### src/hdl/sysctl_pkg.sv
// Package of the system control unit: register addresses, field positions,
// reset values, timing figures and the shared types.
// Assumes an 8-bit special function register bus and a 100 MHz ref_clk.
package sysctl_pkg;

  // ****************************************
  // Clock and timing figures
  // ****************************************
  localparam int unsigned CLK_HZ         = 100_000_000;
  localparam int unsigned POR_HOLD_MS    = 24;
  localparam int unsigned POR_HOLD_CYC   = POR_HOLD_MS * (CLK_HZ / 1000);
  localparam int unsigned RST_HOLD_CYC   = 16;
  localparam int unsigned SLOW_OSC_HZ    = 32_000;
  localparam int unsigned WDT_BASE_MS    = 50;
  localparam int unsigned WDT_BASE_TICKS = WDT_BASE_MS * SLOW_OSC_HZ / 1000;
  localparam int unsigned PIN_RST_TICKS  = 2;

  // ****************************************
  // Register addresses
  // ****************************************
  localparam logic [7:0] ADDR_POWER_MODE = 8'h87;
  localparam logic [7:0] ADDR_OPTION     = 8'h94;
  localparam logic [7:0] ADDR_SOFT_CMD   = 8'h97;
  localparam logic [7:0] ADDR_CLOCK_CTRL = 8'hD8;
  localparam logic [7:0] ADDR_USB_POWER  = 8'hF5;
  localparam logic [7:0] ADDR_WDT_AUX    = 8'hF8;
  localparam logic [15:0] ADDR_CFG_HIGH2 = 16'h3FFF;

  // ****************************************
  // Field positions, masks and values
  // ****************************************
  localparam logic [7:0] SOFT_RESET_CODE = 8'h56;
  localparam int unsigned PM_IDLE_BIT    = 0;
  localparam int unsigned PM_STOP_BIT    = 1;
  localparam logic [7:0] PM_RW_MASK      = 8'h8C;
  localparam int unsigned OPT_DIRECT_BIT = 6;
  localparam int unsigned OPT_WPS_LSB    = 4;
  localparam logic [7:0] OPT_RW_MASK     = 8'hFC;
  localparam int unsigned USB_PRES_BIT   = 7;
  localparam int unsigned USB_LOST_BIT   = 6;
  localparam int unsigned AUX_KICK_BIT   = 7;
  localparam int unsigned AUX_WRM_LSB    = 5;
  localparam logic [7:0] AUX_RW_MASK     = 8'h6F;
  localparam int unsigned CFG_PINRST_BIT = 6;
  localparam int unsigned CFG_BOR_LSB    = 4;
  localparam int unsigned CFG_STOPREG_BIT = 2;
  localparam logic [1:0] BOR_LOWEST      = 2'b11;
  localparam logic [1:0] WRM_ALL_MODES   = 2'b11;
  localparam logic [1:0] WRM_RUN_ONLY    = 2'b10;

  // ****************************************
  // Reset values
  // ****************************************
  localparam logic [7:0] POWER_MODE_RST  = 8'h00;
  localparam logic [7:0] OPTION_RST      = 8'h00;
  localparam logic [7:0] WDT_AUX_RST     = 8'h00;
  localparam logic [7:0] CLOCK_CTRL_RST  = 8'h03;
  localparam logic [7:0] CFG_BYTE_RST    = 8'h00;

  // ****************************************
  // Types
  // ****************************************
  typedef struct packed {
    logic [1:0] unused;
    logic       slow_osc_stop;
    logic       idle_periph_clock_stop;
    logic       fast_osc_stop;
    logic       fast_clock_select;
    logic [1:0] sysclk_divider;
  } clock_ctrl_t;

  typedef enum logic [3:0] {
    ST_HOLD = 4'b0001,
    ST_RUN  = 4'b0010,
    ST_IDLE = 4'b0100,
    ST_STOP = 4'b1000
  } op_state_t;

endpackage

### src/hdl/low_pulse_filter.sv
// Qualifier that reports a low level held for a number of sample ticks.
// Assumes the level and the tick are synchronous to ref_clk.
`timescale 1ns/1ps
module low_pulse_filter #(
  parameter int unsigned MIN_TICKS = 2
) (
  // Clock and reset
  input  wire logic ref_clk,
  input  wire logic rst_n,
  // Sampled level
  input  wire logic sample_tick,
  input  wire logic level_low,
  // Result
  output logic      hit
);

  logic [7:0] cnt_r;
  logic       armed_r;

  // A low level fires once; the pin must go high again before it rearms.
  always_ff @(posedge ref_clk) begin
    if (!rst_n || !level_low) begin
      cnt_r   <= 8'h00;
      armed_r <= 1'b1;
    end else if (sample_tick && armed_r) begin
      if (cnt_r == 8'(MIN_TICKS - 1)) begin
        armed_r <= 1'b0;
      end else begin
        cnt_r <= cnt_r + 8'h01;
      end
    end
  end

  assign hit = level_low && sample_tick && armed_r && (cnt_r == 8'(MIN_TICKS - 1));

endmodule

### src/hdl/tick_divider.sv
// System clock tick generator: picks an oscillator tick stream and divides it.
// Assumes both oscillator ticks are one-cycle pulses synchronous to ref_clk.
`timescale 1ns/1ps
module tick_divider (
  // Clock and reset
  input  wire logic       ref_clk,
  input  wire logic       rst_n,
  // Oscillator ticks
  input  wire logic       fast_tick,
  input  wire logic       slow_tick,
  // Requested setting
  input  wire logic       src_sel,
  input  wire logic [1:0] div_code,
  // Result
  output logic            sys_tick,
  output logic            src_active
);

  logic       src_r;
  logic [3:0] cnt_r;
  logic       in_tick;
  logic [3:0] reload;

  assign in_tick = src_r ? fast_tick : slow_tick;

  always_comb begin
    case (div_code)
      2'b00:   reload = 4'hF;
      2'b01:   reload = 4'h3;
      2'b10:   reload = 4'h1;
      default: reload = 4'h0;
    endcase
  end

  // A new source or ratio is latched only at the end of a whole output period,
  // so no shortened system clock period can ever appear.
  always_ff @(posedge ref_clk) begin
    if (!rst_n) begin
      src_r <= 1'b0;
      cnt_r <= 4'h0;
    end else if (in_tick) begin
      if (cnt_r == 4'h0) begin
        src_r <= src_sel;
        cnt_r <= reload;
      end else begin
        cnt_r <= cnt_r - 4'h1;
      end
    end
  end

  assign sys_tick   = in_tick && (cnt_r == 4'h0);
  assign src_active = src_r;

endmodule

### src/hdl/reset_power_clock_mode_control.sv
// System control unit: regulator and brown-out control, reset sources,
// watchdog, system clock selection and the Idle and Stop modes.
// Assumes oscillator ticks, pins and the register bus are synchronous to ref_clk.
//
// Functional notes
// - Direct supply bit switches regulator off.
// - Stop-regulator-off bit turns regulator off in Stop.
// - Direct supply plus stop-off forces lowest threshold.
// - Power-on holds 24 ms, then loads configuration.
// - Pin reset low two slow ticks, if enabled.
// - Writing 56h to command port resets.
// - Watchdog counts slow ticks; kick self-clears.
// - Watchdog reset mode gates resets per state.
// - Period select gives 400/200/100/50 ms.
// - Host power change resets; presence bit readable.
// - Power lost flag cleared by zero or power-on.
// - After reset run slow, divide by one.
// - Divider code picks 16, 4, 2, 1.
// - Source change accepted only with fast running.
// - Fast stop change accepted only in Slow.
// - Slow stop bit halts the slow oscillator.
// - Idle halts CPU; optionally gates peripheral clocks.
// - Idle ends on reset or enabled interrupt.
// - Stop halts all clocks but the watchdog.
// - Stop refused while enabled pin is low.
// - Stop ends only on reset or pin wake-up.
`timescale 1ns/1ps
module reset_power_clock_mode_control
  import sysctl_pkg::*;
#(
  parameter int unsigned POR_CYCLES  = POR_HOLD_CYC,
  parameter int unsigned HOLD_CYCLES = RST_HOLD_CYC,
  parameter int unsigned WDT_BASE    = WDT_BASE_TICKS
) (
  // Clock and power-on reset
  input  wire logic       ref_clk,
  input  wire logic       rst_n,
  // Special function register port
  input  wire logic [7:0] sfr_addr,
  input  wire logic       sfr_wr,
  input  wire logic       sfr_rd,
  input  wire logic [7:0] sfr_wdata,
  output logic [7:0]      sfr_rdata,
  // Configuration byte from flash
  input  wire logic [7:0] cfg_flash_byte,
  output logic            cfg_load,
  output logic [7:0]      config_high_byte_two,
  // Oscillators
  input  wire logic       fast_rc_tick,
  input  wire logic       slow_rc_tick,
  output logic            fast_osc_run,
  output logic            slow_osc_run,
  // Reset sources
  input  wire logic       ext_reset_n,
  input  wire logic       host_power_in,
  input  wire logic       brownout_trip,
  output logic            core_reset,
  // Wake-up sources
  input  wire logic [2:0] ext_int_pin,
  input  wire logic [2:0] ext_pin_int_enable,
  input  wire logic       irq_wake,
  input  wire logic       pin_wake,
  // Power and clock outputs
  output logic            regulator_on,
  output logic            direct_supply,
  output logic [1:0]      brownout_level_sel,
  output logic            sys_tick,
  output logic            cpu_clk_en,
  output logic            periph_clk_en,
  output logic            fast_mode
);

  // ****************************************
  // Power-on hold and reset sequencing
  // ****************************************
  logic [31:0] por_cnt_r;
  logic        por_done_r;
  logic [7:0]  cfg_r;
  logic [7:0]  hold_cnt_r;
  logic        host_power_r;
  logic        pin_hit;
  logic        soft_hit;
  logic        wdt_hit;
  logic        usb_edge;
  logic        rst_req;
  logic        sys_hold;
  logic        reg_clr;

  always_ff @(posedge ref_clk) begin
    if (!rst_n) begin
      por_cnt_r  <= 32'h0000_0000;
      por_done_r <= 1'b0;
    end else if (!por_done_r) begin
      if (por_cnt_r == POR_CYCLES - 1) begin
        por_done_r <= 1'b1;
      end else begin
        por_cnt_r <= por_cnt_r + 32'h0000_0001;
      end
    end
  end

  assign cfg_load = !por_done_r && rst_n && (por_cnt_r == POR_CYCLES - 1);

  // Only the power-on path reloads the configuration byte.
  always_ff @(posedge ref_clk) begin
    if (!rst_n) begin
      cfg_r <= CFG_BYTE_RST;
    end else if (cfg_load) begin
      cfg_r <= cfg_flash_byte;
    end
  end

  always_ff @(posedge ref_clk) begin
    if (!rst_n) begin
      host_power_r <= 1'b0;
    end else begin
      host_power_r <= host_power_in;
    end
  end

  assign usb_edge = por_done_r && (host_power_r != host_power_in);
  assign soft_hit = sfr_wr && (sfr_addr == ADDR_SOFT_CMD) && (sfr_wdata == SOFT_RESET_CODE);
  assign rst_req  = por_done_r && (pin_hit || soft_hit || wdt_hit || usb_edge || brownout_trip);

  always_ff @(posedge ref_clk) begin
    if (!rst_n) begin
      hold_cnt_r <= 8'h00;
    end else if (rst_req) begin
      hold_cnt_r <= 8'(HOLD_CYCLES);
    end else if (hold_cnt_r != 8'h00) begin
      hold_cnt_r <= hold_cnt_r - 8'h01;
    end
  end

  assign sys_hold   = !por_done_r || (hold_cnt_r != 8'h00);
  assign reg_clr    = !rst_n || sys_hold || rst_req;
  assign core_reset = sys_hold;
  assign config_high_byte_two = cfg_r;

  // The pin is qualified on the slow oscillator so short glitches never reset.
  low_pulse_filter #(
    .MIN_TICKS (PIN_RST_TICKS)
  ) u_pin_filter (
    .ref_clk     (ref_clk),
    .rst_n       (rst_n),
    .sample_tick (slow_rc_tick),
    .level_low   (!ext_reset_n && cfg_r[CFG_PINRST_BIT]),
    .hit         (pin_hit)
  );

  // ****************************************
  // Software registers
  // ****************************************
  logic [7:0]  pm_r;
  logic [7:0]  opt_r;
  logic [7:0]  watchdog_aux_control_r;
  clock_ctrl_t clk_r;
  clock_ctrl_t clk_wr;
  clock_ctrl_t clk_nxt;
  logic        lost_r;
  logic        wr_pm;
  logic        wr_clk;
  logic        stop_block;
  op_state_t   st_r;

  assign wr_pm  = sfr_wr && (sfr_addr == ADDR_POWER_MODE);
  assign wr_clk = sfr_wr && (sfr_addr == ADDR_CLOCK_CTRL);
  assign clk_wr = clock_ctrl_t'(sfr_wdata);
  assign stop_block = |(~ext_int_pin & ext_pin_int_enable);

  always_ff @(posedge ref_clk) begin
    if (reg_clr) begin
      pm_r <= POWER_MODE_RST;
    end else if (wr_pm) begin
      pm_r <= sfr_wdata & PM_RW_MASK;
    end
  end

  always_ff @(posedge ref_clk) begin
    if (reg_clr) begin
      opt_r <= OPTION_RST;
    end else if (sfr_wr && (sfr_addr == ADDR_OPTION)) begin
      opt_r <= sfr_wdata & OPT_RW_MASK;
    end
  end

  // The kick bit reads back for one cycle and then drops by itself.
  always_ff @(posedge ref_clk) begin
    if (reg_clr) begin
      watchdog_aux_control_r <= WDT_AUX_RST;
    end else if (sfr_wr && (sfr_addr == ADDR_WDT_AUX)) begin
      watchdog_aux_control_r <= (sfr_wdata & AUX_RW_MASK) | (sfr_wdata & 8'h80);
    end else begin
      watchdog_aux_control_r[AUX_KICK_BIT] <= 1'b0;
    end
  end

  // Locked bits keep their value; a write that would stop the fast oscillator
  // while it clocks the system is dropped for both bits.
  always_comb begin
    clk_nxt = clk_wr;
    clk_nxt.unused = 2'b00;
    if (clk_r.fast_clock_select || fast_mode) begin
      clk_nxt.fast_osc_stop = clk_r.fast_osc_stop;
    end
    if (clk_r.fast_osc_stop) begin
      clk_nxt.fast_clock_select = clk_r.fast_clock_select;
    end
    if (clk_nxt.fast_osc_stop && clk_nxt.fast_clock_select) begin
      clk_nxt.fast_osc_stop     = clk_r.fast_osc_stop;
      clk_nxt.fast_clock_select = clk_r.fast_clock_select;
    end
  end

  always_ff @(posedge ref_clk) begin
    if (reg_clr) begin
      clk_r <= clock_ctrl_t'(CLOCK_CTRL_RST);
    end else if (wr_clk) begin
      clk_r <= clk_nxt;
    end
  end

  // Hardware set wins over a software write of zero in the same cycle.
  always_ff @(posedge ref_clk) begin
    if (!rst_n) begin
      lost_r <= 1'b0;
    end else if (por_done_r && host_power_r && !host_power_in) begin
      lost_r <= 1'b1;
    end else if (sfr_wr && (sfr_addr == ADDR_USB_POWER) && !sfr_wdata[USB_LOST_BIT]) begin
      lost_r <= 1'b0;
    end
  end

  // ****************************************
  // Operating state
  // ****************************************
  always_ff @(posedge ref_clk) begin
    if (reg_clr) begin
      st_r <= ST_HOLD;
    end else begin
      case (st_r)
        ST_HOLD: st_r <= ST_RUN;
        ST_RUN: begin
          if (wr_pm && sfr_wdata[PM_STOP_BIT] && !stop_block) begin
            st_r <= ST_STOP;
          end else if (wr_pm && sfr_wdata[PM_IDLE_BIT]) begin
            st_r <= ST_IDLE;
          end
        end
        ST_IDLE: begin
          if (irq_wake || pin_wake) begin
            st_r <= ST_RUN;
          end
        end
        ST_STOP: begin
          if (pin_wake) begin
            st_r <= ST_RUN;
          end
        end
        default: st_r <= ST_HOLD;
      endcase
    end
  end

  // ****************************************
  // Watchdog
  // ****************************************
  logic [15:0] wdt_cnt_r;
  logic [15:0] wdt_limit;
  logic        wdt_active;
  logic        wdt_tick;

  assign wdt_active = (watchdog_aux_control_r[AUX_WRM_LSB +: 2] == WRM_ALL_MODES) ||
                      ((watchdog_aux_control_r[AUX_WRM_LSB +: 2] == WRM_RUN_ONLY) && (st_r == ST_RUN));
  assign wdt_limit  = 16'(WDT_BASE << (2'b11 - opt_r[OPT_WPS_LSB +: 2]));
  assign wdt_tick   = slow_rc_tick && slow_osc_run;

  always_ff @(posedge ref_clk) begin
    if (reg_clr || watchdog_aux_control_r[AUX_KICK_BIT] || !wdt_active) begin
      wdt_cnt_r <= 16'h0000;
    end else if (wdt_tick) begin
      wdt_cnt_r <= wdt_cnt_r + 16'h0001;
    end
  end

  assign wdt_hit = wdt_active && wdt_tick && (wdt_cnt_r == wdt_limit - 16'h0001);

  // ****************************************
  // Clocks, regulator and brown-out level
  // ****************************************
  logic sys_raw;
  logic src_now;

  tick_divider u_divider (
    .ref_clk    (ref_clk),
    .rst_n      (!reg_clr),
    .fast_tick  (fast_rc_tick && fast_osc_run),
    .slow_tick  (slow_rc_tick && slow_osc_run),
    .src_sel    (clk_r.fast_clock_select),
    .div_code   (clk_r.sysclk_divider),
    .sys_tick   (sys_raw),
    .src_active (src_now)
  );

  assign fast_osc_run  = !clk_r.fast_osc_stop && (st_r != ST_STOP);
  // The slow oscillator must stay up in Stop whenever the watchdog may fire.
  assign slow_osc_run  = !clk_r.slow_osc_stop && ((st_r != ST_STOP) || wdt_active);
  assign sys_tick      = sys_raw && (st_r != ST_STOP);
  assign cpu_clk_en    = (st_r == ST_RUN) && sys_tick;
  assign periph_clk_en = sys_tick && !((st_r == ST_IDLE) && clk_r.idle_periph_clock_stop);
  assign fast_mode     = src_now;

  assign direct_supply = opt_r[OPT_DIRECT_BIT];
  assign regulator_on  = !opt_r[OPT_DIRECT_BIT] &&
                         !(cfg_r[CFG_STOPREG_BIT] && (st_r == ST_STOP));
  assign brownout_level_sel = (opt_r[OPT_DIRECT_BIT] && cfg_r[CFG_STOPREG_BIT]) ?
                              BOR_LOWEST : cfg_r[CFG_BOR_LSB +: 2];

  // ****************************************
  // Register read port
  // ****************************************
  always_ff @(posedge ref_clk) begin
    if (!rst_n) begin
      sfr_rdata <= 8'h00;
    end else if (sfr_rd) begin
      case (sfr_addr)
        ADDR_POWER_MODE: sfr_rdata <= pm_r | {6'h00, st_r == ST_STOP, st_r == ST_IDLE};
        ADDR_OPTION:     sfr_rdata <= opt_r;
        ADDR_CLOCK_CTRL: sfr_rdata <= 8'(clk_r);
        ADDR_USB_POWER:  sfr_rdata <= {host_power_in, lost_r, 6'h00};
        ADDR_WDT_AUX:    sfr_rdata <= watchdog_aux_control_r;
        default:         sfr_rdata <= 8'h00;
      endcase
    end
  end

  // ****************************************
  // Checks
  // ****************************************
  por_load_a: assert property (@(posedge ref_clk) disable iff (!rst_n)
    $rose(por_done_r) |-> $past(cfg_load)) else $error("Config not loaded at end of hold.");
  soft_reset_a: assert property (@(posedge ref_clk) disable iff (!rst_n)
    (por_done_r && soft_hit) |=> core_reset[*2]) else $error("Soft command did not reset.");
  kick_clear_a: assert property (@(posedge ref_clk) disable iff (!rst_n)
    watchdog_aux_control_r[AUX_KICK_BIT] |=> !watchdog_aux_control_r[AUX_KICK_BIT] && (wdt_cnt_r == 16'h0000)) else $error("Kick stuck.");
  wdt_gate_a: assert property (@(posedge ref_clk) disable iff (!rst_n)
    (watchdog_aux_control_r[AUX_WRM_LSB +: 2] == WRM_RUN_ONLY && st_r == ST_IDLE) |-> !wdt_hit) else $error("Watchdog in Idle.");
  stop_refuse_a: assert property (@(posedge ref_clk) disable iff (!rst_n)
    (st_r == ST_RUN && !reg_clr && stop_block && wr_pm && sfr_wdata[PM_STOP_BIT]) |=> st_r != ST_STOP)
    else $error("Stop entered with pin low.");
  stop_wake_a: assert property (@(posedge ref_clk) disable iff (!rst_n)
    (st_r == ST_STOP && !pin_wake && !reg_clr) |=> st_r == ST_STOP) else $error("Stop left without pin.");
  fast_pair_a: assert property (@(posedge ref_clk) disable iff (!rst_n)
    !(clk_r.fast_osc_stop && clk_r.fast_clock_select)) else $error("Both fast bits set.");
  lost_hold_a: assert property (@(posedge ref_clk) disable iff (!rst_n)
    (lost_r && !(sfr_wr && sfr_addr == ADDR_USB_POWER)) |=> lost_r) else $error("Lost flag dropped.");
  bor_force_a: assert property (@(posedge ref_clk) disable iff (!rst_n)
    (direct_supply && cfg_r[CFG_STOPREG_BIT]) |-> (brownout_level_sel == BOR_LOWEST && !regulator_on))
    else $error("Lowest threshold not forced.");
  stop_clock_a: assert property (@(posedge ref_clk) disable iff (!rst_n)
    (st_r == ST_STOP) |-> !sys_tick && !cpu_clk_en && !fast_osc_run) else $error("Clock runs in Stop.");

endmodule

### config.mk
export PLATFORM = sky130hd
export DESIGN_NAME = reset_power_clock_mode_control
export DESIGN_NICKNAME = d
export VERILOG_FILES = /design/src/hdl/sysctl_pkg.sv /design/src/hdl/low_pulse_filter.sv /design/src/hdl/tick_divider.sv /design/src/hdl/reset_power_clock_mode_control.sv
export SDC_FILE = /design/constraint.sdc
export NUM_CORES = 1
export LEC_CHECK = 0
export ABC_AREA = 1
export ABC_CLOCK_PERIOD_IN_PS = 3370
export BUFFER_PORTS_ARGS = -buffer_cell sky130_fd_sc_hd__buf_2
export CAP_MARGIN = 20
export CORE_ASPECT_RATIO = 0.6
export CORE_MARGIN = 8
export CORE_UTILIZATION = 63
export CTS_CLUSTER_DIAMETER = 40
export CTS_CLUSTER_SIZE = 28
export DETAILED_ROUTE_END_ITERATION = 8
export PLACE_DENSITY = 0.93
export SLEW_MARGIN = 40
export SYNTH_ARGS = -nofsm -noshare
export SYNTH_HDL_FRONTEND = slang
export SYNTH_SLANG_ARGS = --single-unit
### constraint.sdc
create_clock -name ref_clk -period 3.37 [get_ports ref_clk]
set_input_delay 0.1685 -clock ref_clk [delete_from_list [all_inputs] [get_ports ref_clk]]
set_output_delay 0.1685 -clock ref_clk [all_outputs]
set_load 0.005 [all_outputs]
==> impl_table.tex, run 1 <==
\begin{tabular}{lr}
\hline
Metric & Value \\
\hline
\multicolumn{2}{l}{\textbf{Run status}} \\
\quad Outcome & finished clean \\
\multicolumn{2}{l}{\textbf{Clock network}} \\
\quad Count of H-tree levels built during CTS & 4 \\
\quad Clock transition time at the flip-flop clock pins of the worst setup and hold paths & approximately 0.050 ns \\
\quad TritonCTS buffer count & 17 \\
\quad CTS tree & done \\
\quad Clock latency of the later-clocked register in the worst-skew pair & 0.42 ns \\
\quad Hold\_buf cts & 10 \\
\quad Clock tree root driver cell & sky130\_fd\_sc\_hd\_\_clkbuf\_16 \\
\quad Number of gates resized after cts & 0 \\
\quad Total number of clock tree sinks & between 100 and 150 \\
\quad Number of buffers between clock root and the deepest sink & 2 \\
\quad Setup Buffers After CTS & 0 \\
\multicolumn{2}{l}{\textbf{GRT}} \\
\quad First-pass GRT wire length & about 30000 um \\
\quad Number of antenna violations at the first check in global routing & 0 \\
\quad Maximum number of pins on one net before global-route repair & 36 \\
\quad Global-route congestion overflow total & 0 \\
\quad Number of global-route vias before repair & just over 6000 \\
\quad Total routing usage reported by global routing & 0.2653 \\
\multicolumn{2}{l}{\textbf{Timing}} \\
\quad Number of endpoints failing setup at the final stage & 0 \\
\quad Number of max-slew violations in the final report & 0 \\
\quad Final worst setup slack & 0.8592 ns \\
\quad RSZ-0062 raised after global routing & false \\
\quad Measured slew at the worst slew-check pin & $\sim$0.68 ns \\
\quad Min Tclk post-route & 2.511 ns \\
\quad Final cycle utilization of the critical path & 0.7450 \\
\quad Worst-case clock skew & 0.009070 ns \\
\quad Fmax & 398.3 MHz \\
\quad Final total negative setup slack & 0 ns \\
\quad Endpoints failing hold & 0 \\
\quad Remaining max-slew budget at the tightest pin & 0.5466 \\
\quad Min Hold Slack & 0.08080 ns \\
\multicolumn{2}{l}{\textbf{Logic synthesis}} \\
\quad Cell area after technology mapping & roughly 0.0065 mm2 \\
\quad Number of instances in the synthesized netlist & approximately 970 \\
\quad Share of synthesized registers carrying an async set or reset & 0 \\
\quad Share of synthesized area spent on multiplexers & 0.003262 \\
\quad Xor/xnor cell area share of the yosys netlist & 0.06447 \\
\quad Most used DFF post-synth & sky130\_fd\_sc\_hd\_\_dfxtp\_1 \\
\quad Synth Area in Adders & 0.02111 \\
\quad Number of flip-flops and latches in the synthesized netlist & roughly 120 \\
\quad Post-Synthesis Mean Instance Area & roughly 6.7 um2 \\
\quad Fraction of post-synthesis cell area in the top cell type by area & 0.3530 \\
\quad Post-synthesis sequential area ratio & 0.3530 \\
\quad Compound-gate portion of the synthesized area & 0.09823 \\
\quad Top cells by area, synth & sky130\_fd\_sc\_hd\_\_dfxtp\_1, sky130\_fd\_sc\_hd\_\_nand2\_1, sky130\_fd\_sc\_hd\_\_inv\_1, sky130\_fd\_sc\_hd\_\_nor2\_1, sky130\_fd\_sc\_hd\_\_xor2\_1 \\
\quad Post-Synth Simple-Gate Area & 0.3559 \\
\quad Main combinational cell family by area after synthesis & simple AND/OR/NAND/NOR gates \\
\quad Yosys warns & 0 \\
\quad Total nets after synthesis & around 1000 \\
\quad Largest area contributor in the netlist & sky130\_fd\_sc\_hd\_\_dfxtp\_1 \\
\quad Post-synth EDFFs & 0 \\
\quad Netlist cell types & 47 \\
\multicolumn{2}{l}{\textbf{Floorplanning}} \\
\quad Die Height & $\sim$95 um \\
\quad Top-level I/O count & 69 \\
\quad Die area & between 0.01 and 0.015 mm2 \\
\quad Effective utilization at floorplan & 0.6554 \\
\quad Die boundary width & roughly 150 um \\
\quad Rows & 28 \\
\quad Core ar. & approximately 0.01 mm2 \\
\multicolumn{2}{l}{\textbf{Worst hold path}} \\
\quad Number of cells traversed by the worst hold path & 4 \\
\quad Startpoint of the worst hold path & pin\_wake \\
\quad Worst Hold Class & input port to flip-flop \\
\quad Worst Hold Endpoint & st\_r[3] \\
\multicolumn{2}{l}{\textbf{Worst setup path}} \\
\quad Crit-path cells & ha\_1 -> nand3\_4 -> nor3\_4 -> nand2\_2 -> nor2\_4 -> nand3\_2 -> inv\_2 -> buf\_2 \\
\quad Cell family contributing the most delay on the critical path & simple AND/OR/NAND/NOR gates \\
\quad Critical setup path kind & flip-flop to primary output \\
\quad Capture point of the worst reg-to-reg path & opt\_r[5] \\
\quad Critical Path RT & 3.20 ns \\
\quad Worst endpoint data arrival time & between 2 and 2.5 ns \\
\quad Worst path buffer plus inverter count & 2 \\
\quad Slack of the worst reg-to-reg path & approximately 1.1 ns \\
\quad Worst-case reg-to-reg path depth & 14 \\
\quad Crit path launch type & flip-flop \\
\quad Critical Path Fanout Max & 9 \\
\quad Critical Path Max Stage Delay & approximately 0.43 ns \\
\quad Slowest library cell on the worst path & sky130\_fd\_sc\_hd\_\_dfxtp\_1 \\
\quad Critical Path End Type & primary output \\
\quad Source of the worst register-to-register timing path & opt\_r[4] \\
\multicolumn{2}{l}{\textbf{Route}} \\
\quad Per-cell routed wire length & between 15 and 20 um \\
\quad DRC errors left & 0 \\
\quad Number of optimization iterations in the first detailed-route pass & 6 \\
\quad Iter 0 DRT Violations & 880 \\
\quad Number of nets still failing antenna checks after routing & 0 \\
\quad Routed Wire Length & 18280 um \\
\quad Vias per inst & roughly 5.5 \\
\quad Routed via count & roughly 6600 \\
\multicolumn{2}{l}{\textbf{Power}} \\
\quad Leak pwr & approximately 3.1 nW \\
\quad Worst ir drop on vdd & 0.4336 mV \\
\quad Areal power density over the cells & about 460 mW/mm2 \\
\multicolumn{2}{l}{\textbf{Layout}} \\
\quad Share of post-route cells with drive strength above 1 & 0.1593 \\
\quad Cell Count, Final, Fillers Out & 1196 \\
\quad Final core area utilization & 0.7622 \\
\quad Area growth syn-to-layout & 16.29\% \\
\quad Filler instances & $\sim$690 \\
\quad Antenna diode count & 0 \\
\quad Net count, final & $\sim$1100 \\
\multicolumn{2}{l}{\textbf{Place}} \\
\quad Post-DP HPWL & 12340 um \\
\quad Placed cells & 1156 \\
\quad Worst setup slack before clock tree synthesis & about 1.1 ns \\
\quad Final RePlAce weighted congestion & between 0.9 and 1 \\
\quad Count of input and output buffers & between 60 and 70 \\
\multicolumn{2}{l}{\textbf{Run}} \\
\quad Number of maximum-capacitance constraint violations & 0 \\
\hline
\end{tabular}
-- kinds of logic after synthesis --
logic type      count (synthesis)
compound gates                111
xor+xnor                       48
flops                         115
buf+inv                       166
mux                             2
simple gates                  514
fa+ha+maj                      11
-- cell usage after synthesis, drive strengths merged, types with 3 or more instances --
cell type	count
buf	11
a21oi	54
o22ai	5
nor3b	3
nand3	55
ha	11
clkinv	3
o21ai	40
xor2	42
xnor2	6
nand3b	4
dfxtp	115
nand2	255
clkbuf	6
nor2	148
or2	3
inv	146
nor3	31
nand4	13
-- power by group --
part           total, W  internal (W)  leakage (nW)  switching, W
Clock           0.00167       0.00103         0.263      0.000634
Combinational  0.000363      0.000145          1.91      0.000218
Sequential      0.00145       0.00141         0.929     0.0000462
Total           0.00348       0.00259          3.10      0.000898
-- worst reg2reg max path, cell delays in order (launching register included) --
cell                      delay (ns)
sky130_fd_sc_hd__dfxtp_1        0.35
sky130_fd_sc_hd__inv_1          0.10
sky130_fd_sc_hd__ha_1           0.20
sky130_fd_sc_hd__inv_1          0.05
sky130_fd_sc_hd__ha_1           0.22
sky130_fd_sc_hd__or2_2          0.27
sky130_fd_sc_hd__nand3_1        0.08
sky130_fd_sc_hd__nor2_1         0.05
sky130_fd_sc_hd__nand2_1        0.05
sky130_fd_sc_hd__nor2_1         0.05
sky130_fd_sc_hd__nand2_2        0.05
sky130_fd_sc_hd__nand2_2        0.06
sky130_fd_sc_hd__a21oi_4        0.22
sky130_fd_sc_hd__nand2_4        0.30
sky130_fd_sc_hd__nor2_1         0.20
-- stage by stage --
stage          cell area (um2)  power, W
4_1_cts                   7584  0.003480
2_1_floorplan             6521  0.001721
6_report                  7584  0.003483
3_5_place_dp              6940  0.001807
3_3_place_gp              6940  0.001798
5_1_grt                   7584  0.003587
-- cells in the final DEF (no fill, tap or decap), drive strengths merged, types with 4 or more instances in the layout --
| master | netlist | routed |
|---|---|---|
| nand2 | 255 | 255 |
| nor2 | 148 | 148 |
| inv | 146 | 146 |
| dfxtp | 115 | 115 |
| buf | 11 | 71 |
| nand3 | 55 | 55 |
| a21oi | 54 | 54 |
| xor2 | 42 | 42 |
| o21ai | 40 | 40 |
| nor3 | 31 | 31 |
| clkbuf | 6 | 20 |
| nand4 | 13 | 13 |
| ha | 11 | 11 |
| dlygate4sd3 | 0 | 10 |
| clkinv | 3 | 9 |
| xnor2 | 6 | 6 |
| o22ai | 5 | 5 |
| nand3b | 4 | 4 |
-- layer usage --
layer  vias up  GRT usage  routed length (um)
met3        53    0.08118                2132
li1       3180          -                   -
met1      2975     0.3591                8098
met4         0     0.1046                 410
met5         -          0                   0
met2       387     0.3891                7639
-- flip-flops by register name, summed over array words and instances (netlist names), 3 cells and up --
name                    flops
clk_r                       6
config_high_byte_two        8
pm_r                        3
por_cnt_r                  32
wdt_cnt_r                  16
opt_r                       6
sfr_rdata                   8
hold_cnt_r                  8
u_divider.cnt_r             4
st_r                        4
watchdog_aux_control_r      7
u_pin_filter.cnt_r          8
-- cell type report --
class,count,area (um2),area share
Clock buffer,20,456.7,0.06022
Clock inverter,10,86.33,0.01138
Inverter,149,565.5,0.07458
Multi-Input combinational cell,686,3541,0.4669
Sequential cell,115,2302,0.3036
Tap cell,135,168.9,0.02227
Timing Repair Buffer,81,462.9,0.06105
-- worst max-delay path by stage --
stage / startpoint / to / slack [ns] / cells after the start
2_1_floorplan: opt_r[4] / watchdog_aux_control_r[3] / 1.36 / 15
3_3_place_gp: opt_r[4] / opt_r[3] / 1.20 / 14
3_5_place_dp: opt_r[4] / opt_r[5] / 1.09 / 14
4_1_cts: por_cnt_r[0] / cfg_load / 0.87 / 8
5_1_grt: st_r[3] / periph_clk_en / 0.67 / 8
6_report: por_cnt_r[0] / cfg_load / 0.86 / 8
No activity file was read; power rests on OpenSTA's default activity.
==> run 2: changes to the inputs <==
- ABC_CLOCK_PERIOD_IN_PS: 3370 -> 2260
- CORE_UTILIZATION: 63 -> 54
- PLACE_DENSITY: 0.93 -> 0.85
- clock period: 3.37 -> 2.26 ns (I/O delays scaled with it)
==> run 2 against run 1 <==
Effect of this change:
- global-route usage is 3.6 points lower
- critical path type is now flip-flop to flip-flop
- cell count is 4.3% higher
- hold slack worse by 0.053 ns
- count of clock-buffer cells in the layout stayed put
- sequential cell count stayed put
==> impl_table.tex, run 2 (synthesis results as in run 1) <==
\begin{tabular}{lr}
\hline
Metric & Value \\
\hline
\multicolumn{2}{l}{\textbf{GRT}} \\
\quad Total routing usage reported by global routing & 0.2294 (-0.03591) \\
\quad Number of antenna violations at the first check in global routing & 0 (unchanged) \\
\quad Number of global-route vias before repair & 5943 (-3.7\%) \\
\quad Maximum number of pins on one net before global-route repair & 35 (-2.8\%) \\
\quad First-pass GRT wire length & 29110 um (-3.0\%) \\
\quad Global-route congestion overflow total & 0 (unchanged) \\
\multicolumn{2}{l}{\textbf{Clock network}} \\
\quad Clock latency of the later-clocked register in the worst-skew pair & 0.42 ns (about the same) \\
\quad Clock tree root driver cell & sky130\_fd\_sc\_hd\_\_clkbuf\_16 \\
\quad Number of buffers between clock root and the deepest sink & 2 (unchanged) \\
\quad CTS tree & done \\
\quad TritonCTS buffer count & 17 (unchanged) \\
\quad Clock transition time at the flip-flop clock pins of the worst setup and hold paths & 0.06 ns (about the same) \\
\quad Total number of clock tree sinks & 115 (unchanged) \\
\quad Count of H-tree levels built during CTS & 4 (unchanged) \\
\multicolumn{2}{l}{\textbf{Layout}} \\
\quad Register name with the most flops & por\_cnt\_r \\
\quad Share of post-route cells with drive strength above 1 & 0.1994 (+0.04016) \\
\quad Net count, final & 1122 (+1.8\%) \\
\quad Most common library cell in the layout ignoring fill and taps & sky130\_fd\_sc\_hd\_\_nand2\_1 \\
\quad Antenna diode count & 0 (unchanged) \\
\quad Number of flip-flops in the largest register & 32 (unchanged) \\
\quad Area growth syn-to-layout & 22.64\% \\
\quad Largest registers & por\_cnt\_r: 32 flops, wdt\_cnt\_r: 16 flops \\
\quad Commonest cells after routing, fill and taps aside & sky130\_fd\_sc\_hd\_\_nand2\_1, sky130\_fd\_sc\_hd\_\_inv\_1, sky130\_fd\_sc\_hd\_\_dfxtp\_1 \\
\multicolumn{2}{l}{\textbf{Worst hold path}} \\
\quad Startpoint of the worst hold path & sfr\_wdata[0] \\
\quad Worst Hold Class & input port to flip-flop \\
\multicolumn{2}{l}{\textbf{Route}} \\
\quad Vias per inst & 5.281 (-4.2\%) \\
\quad Number of nets still failing antenna checks after routing & 0 (unchanged) \\
\quad Per-cell routed wire length & 15.11 um (-1.1\%) \\
\quad DRC errors left & 0 (unchanged) \\
\quad Number of optimization iterations in the first detailed-route pass & 7 (+1) \\
\quad Routed Wire Length & 18860 um (+3.2\%) \\
\quad Iter 0 DRT Violations & 720 (-18\%) \\
\quad Routed via count & 6591 (-0.061\%) \\
\multicolumn{2}{l}{\textbf{Timing}} \\
\quad Number of max-slew violations in the final report & 0 (unchanged) \\
\quad Fmax & roughly 440 MHz \\
\quad Final total negative setup slack & 0 ns (unchanged) \\
\quad Min Hold Slack & 0.02757 ns (-0.05323 ns) \\
\quad Measured slew at the worst slew-check pin & 0.5883 ns (-0.08754 ns) \\
\quad Remaining max-slew budget at the tightest pin & 0.6048 (+0.05813) \\
\quad Worst-case clock skew & 0.01027 ns (+0.001204 ns) \\
\quad Min Tclk post-route & 2.252 ns \\
\quad Endpoints failing hold & 0 (unchanged) \\
\quad Number of endpoints failing setup at the final stage & 0 (unchanged) \\
\quad Final cycle utilization of the critical path & 0.9964 \\
\multicolumn{2}{l}{\textbf{Power}} \\
\quad Total Power Consumption & 0.005408 W (+55\%) \\
\quad Areal power density over the cells & 676.1 mW/mm2 (+47\%) \\
\quad Worst ir drop on vdd & 0.5753 mV (+33\%) \\
\quad Leak pwr & 3.216 nW (+3.8\%) \\
\multicolumn{2}{l}{\textbf{Floorplanning}} \\
\quad Die boundary width & 157.9 um (+7.1\%) \\
\quad Die area & 0.01596 mm2 (+14\%) \\
\quad Effective utilization at floorplan & 0.5477 (-0.1078) \\
\quad Core ar. & 0.01191 mm2 (+20\%) \\
\quad Die Height & 101.1 um (+6.7\%) \\
\quad Rows & 31 (+11\%) \\
\quad Top-level I/O count & 69 (unchanged) \\
\multicolumn{2}{l}{\textbf{Place}} \\
\quad Count of input and output buffers & 68 (unchanged) \\
\quad Post-DP HPWL & 12690 um (+2.9\%) \\
\quad Final RePlAce weighted congestion & 1.004 (+6.5\%) \\
\multicolumn{2}{l}{\textbf{Worst setup path}} \\
\quad Worst endpoint data arrival time & 2.61 ns (+0.27 ns) \\
\quad Crit. Startpoint & opt\_r[4] \\
\quad Critical Path End Type & flip-flop \\
\quad Source of the worst register-to-register timing path & opt\_r[4] \\
\quad Critical setup path kind & flip-flop to flip-flop \\
\quad Crit path launch type & flip-flop \\
\quad Critical Path RT & 2.61 ns (-0.59 ns) \\
\quad Critical Path Fanout Max & 7 (-2) \\
\multicolumn{2}{l}{\textbf{Run}} \\
\quad Number of maximum-capacitance constraint violations & 0 (unchanged) \\
\multicolumn{2}{l}{\textbf{Run status}} \\
\quad Outcome & finished clean \\
\hline
\end{tabular}
run 2: cell types whose count changed in the layout (fill, tap and decap cells not counted), sizes merged:
cell | before | now
buf | 71 | 87
clkinv | 9 | 7
bufinv | 1 | 2
clkinvlp | 3 | 4
nand4 | 13 | 14
dlygate4sd3 | 10 | 11
inv | 146 | 148
nand2 | 255 | 257
run 2: timing repair:
| action | CTS | global route |
|---|---|---|
| resized for setup | 2 | 41 |
| setup buffers | 0 | 4 |
| hold endpoints to repair | 11 | 0 |
| hold buffers | 11 | 0 |
| endpoints found under the setup margin | 22 | 87 |
| pin swaps | 0 | 4 |
| gates cloned | 0 | 3 |
run 2: metrics by stage:
stage	std cells	setup WS (ns)	cell area, um2	utilization
after floorplan	967	0.2525	6521	-
after global placement	1198	0.1040	7068	0.5936
after detailed placement	1198	0.01668	7068	0.5936
after CTS	1241	-0.02707	7782	0.6536
after global routing	1248	-0.04622	7998	0.6716
final	1248	0.008197	7998	0.6716
run 2: report_power, final:
group	internal, W	switching [W]	leakage [nW]
Sequential	0.00209	0.0000676	0.930
Clock	0.00168	0.000989	0.278
Combinational	0.000243	0.000335	2.01
run 2: per-layer routing:
layer / wire length, um / GRT usage / vias to the layer above
li1: - / - / 3233
met1: 8343 / 0.3188 / 2972
met2: 7943 / 0.3289 / 345
met3: 2181 / 0.07063 / 41
met4: 394 / 0.07787 / 0
met5: 0 / 0 / -
run 2: worst max-delay path, cell delays in order, from the launching register on:
cell and delay [ns]:
sky130_fd_sc_hd__dfxtp_4 0.36, sky130_fd_sc_hd__inv_4 0.06, sky130_fd_sc_hd__ha_2 0.18, sky130_fd_sc_hd__inv_2 0.05
sky130_fd_sc_hd__ha_4 0.21, sky130_fd_sc_hd__or2_2 0.29, sky130_fd_sc_hd__nand3_2 0.07, sky130_fd_sc_hd__nor2_1 0.05
sky130_fd_sc_hd__nand2_1 0.05, sky130_fd_sc_hd__nor2_1 0.04, sky130_fd_sc_hd__nand2_2 0.07, sky130_fd_sc_hd__nand2_4 0.07
sky130_fd_sc_hd__a21oi_4 0.29, sky130_fd_sc_hd__buf_12 0.18, sky130_fd_sc_hd__nand2_8 0.10, sky130_fd_sc_hd__nor2_4 0.11
run 2: final timing paths:
path                               end  slack, ns  cells past startpoint
hold reg to reg   u_pin_filter.armed_r       0.46                      2
hold / removal                clk_r[0]       0.03                      4
setup / recovery              opt_r[2]      0.008                     15
setup reg to reg              opt_r[2]      0.008                     15
run 2: final cells by class:
| cell class | count | area, um2 |
|---|---|---|
| Tap cell | 165 | 206.4 |
| Clock buffer | 20 | 456.7 |
| Timing Repair Buffer | 98 | 609.3 |
| Fill cell | 992 | 3910 |
| Clock inverter | 12 | 131.4 |
| Sequential cell | 115 | 2310 |
| Multi-Input combinational cell | 689 | 3712 |
| Inverter | 149 | 571.8 |
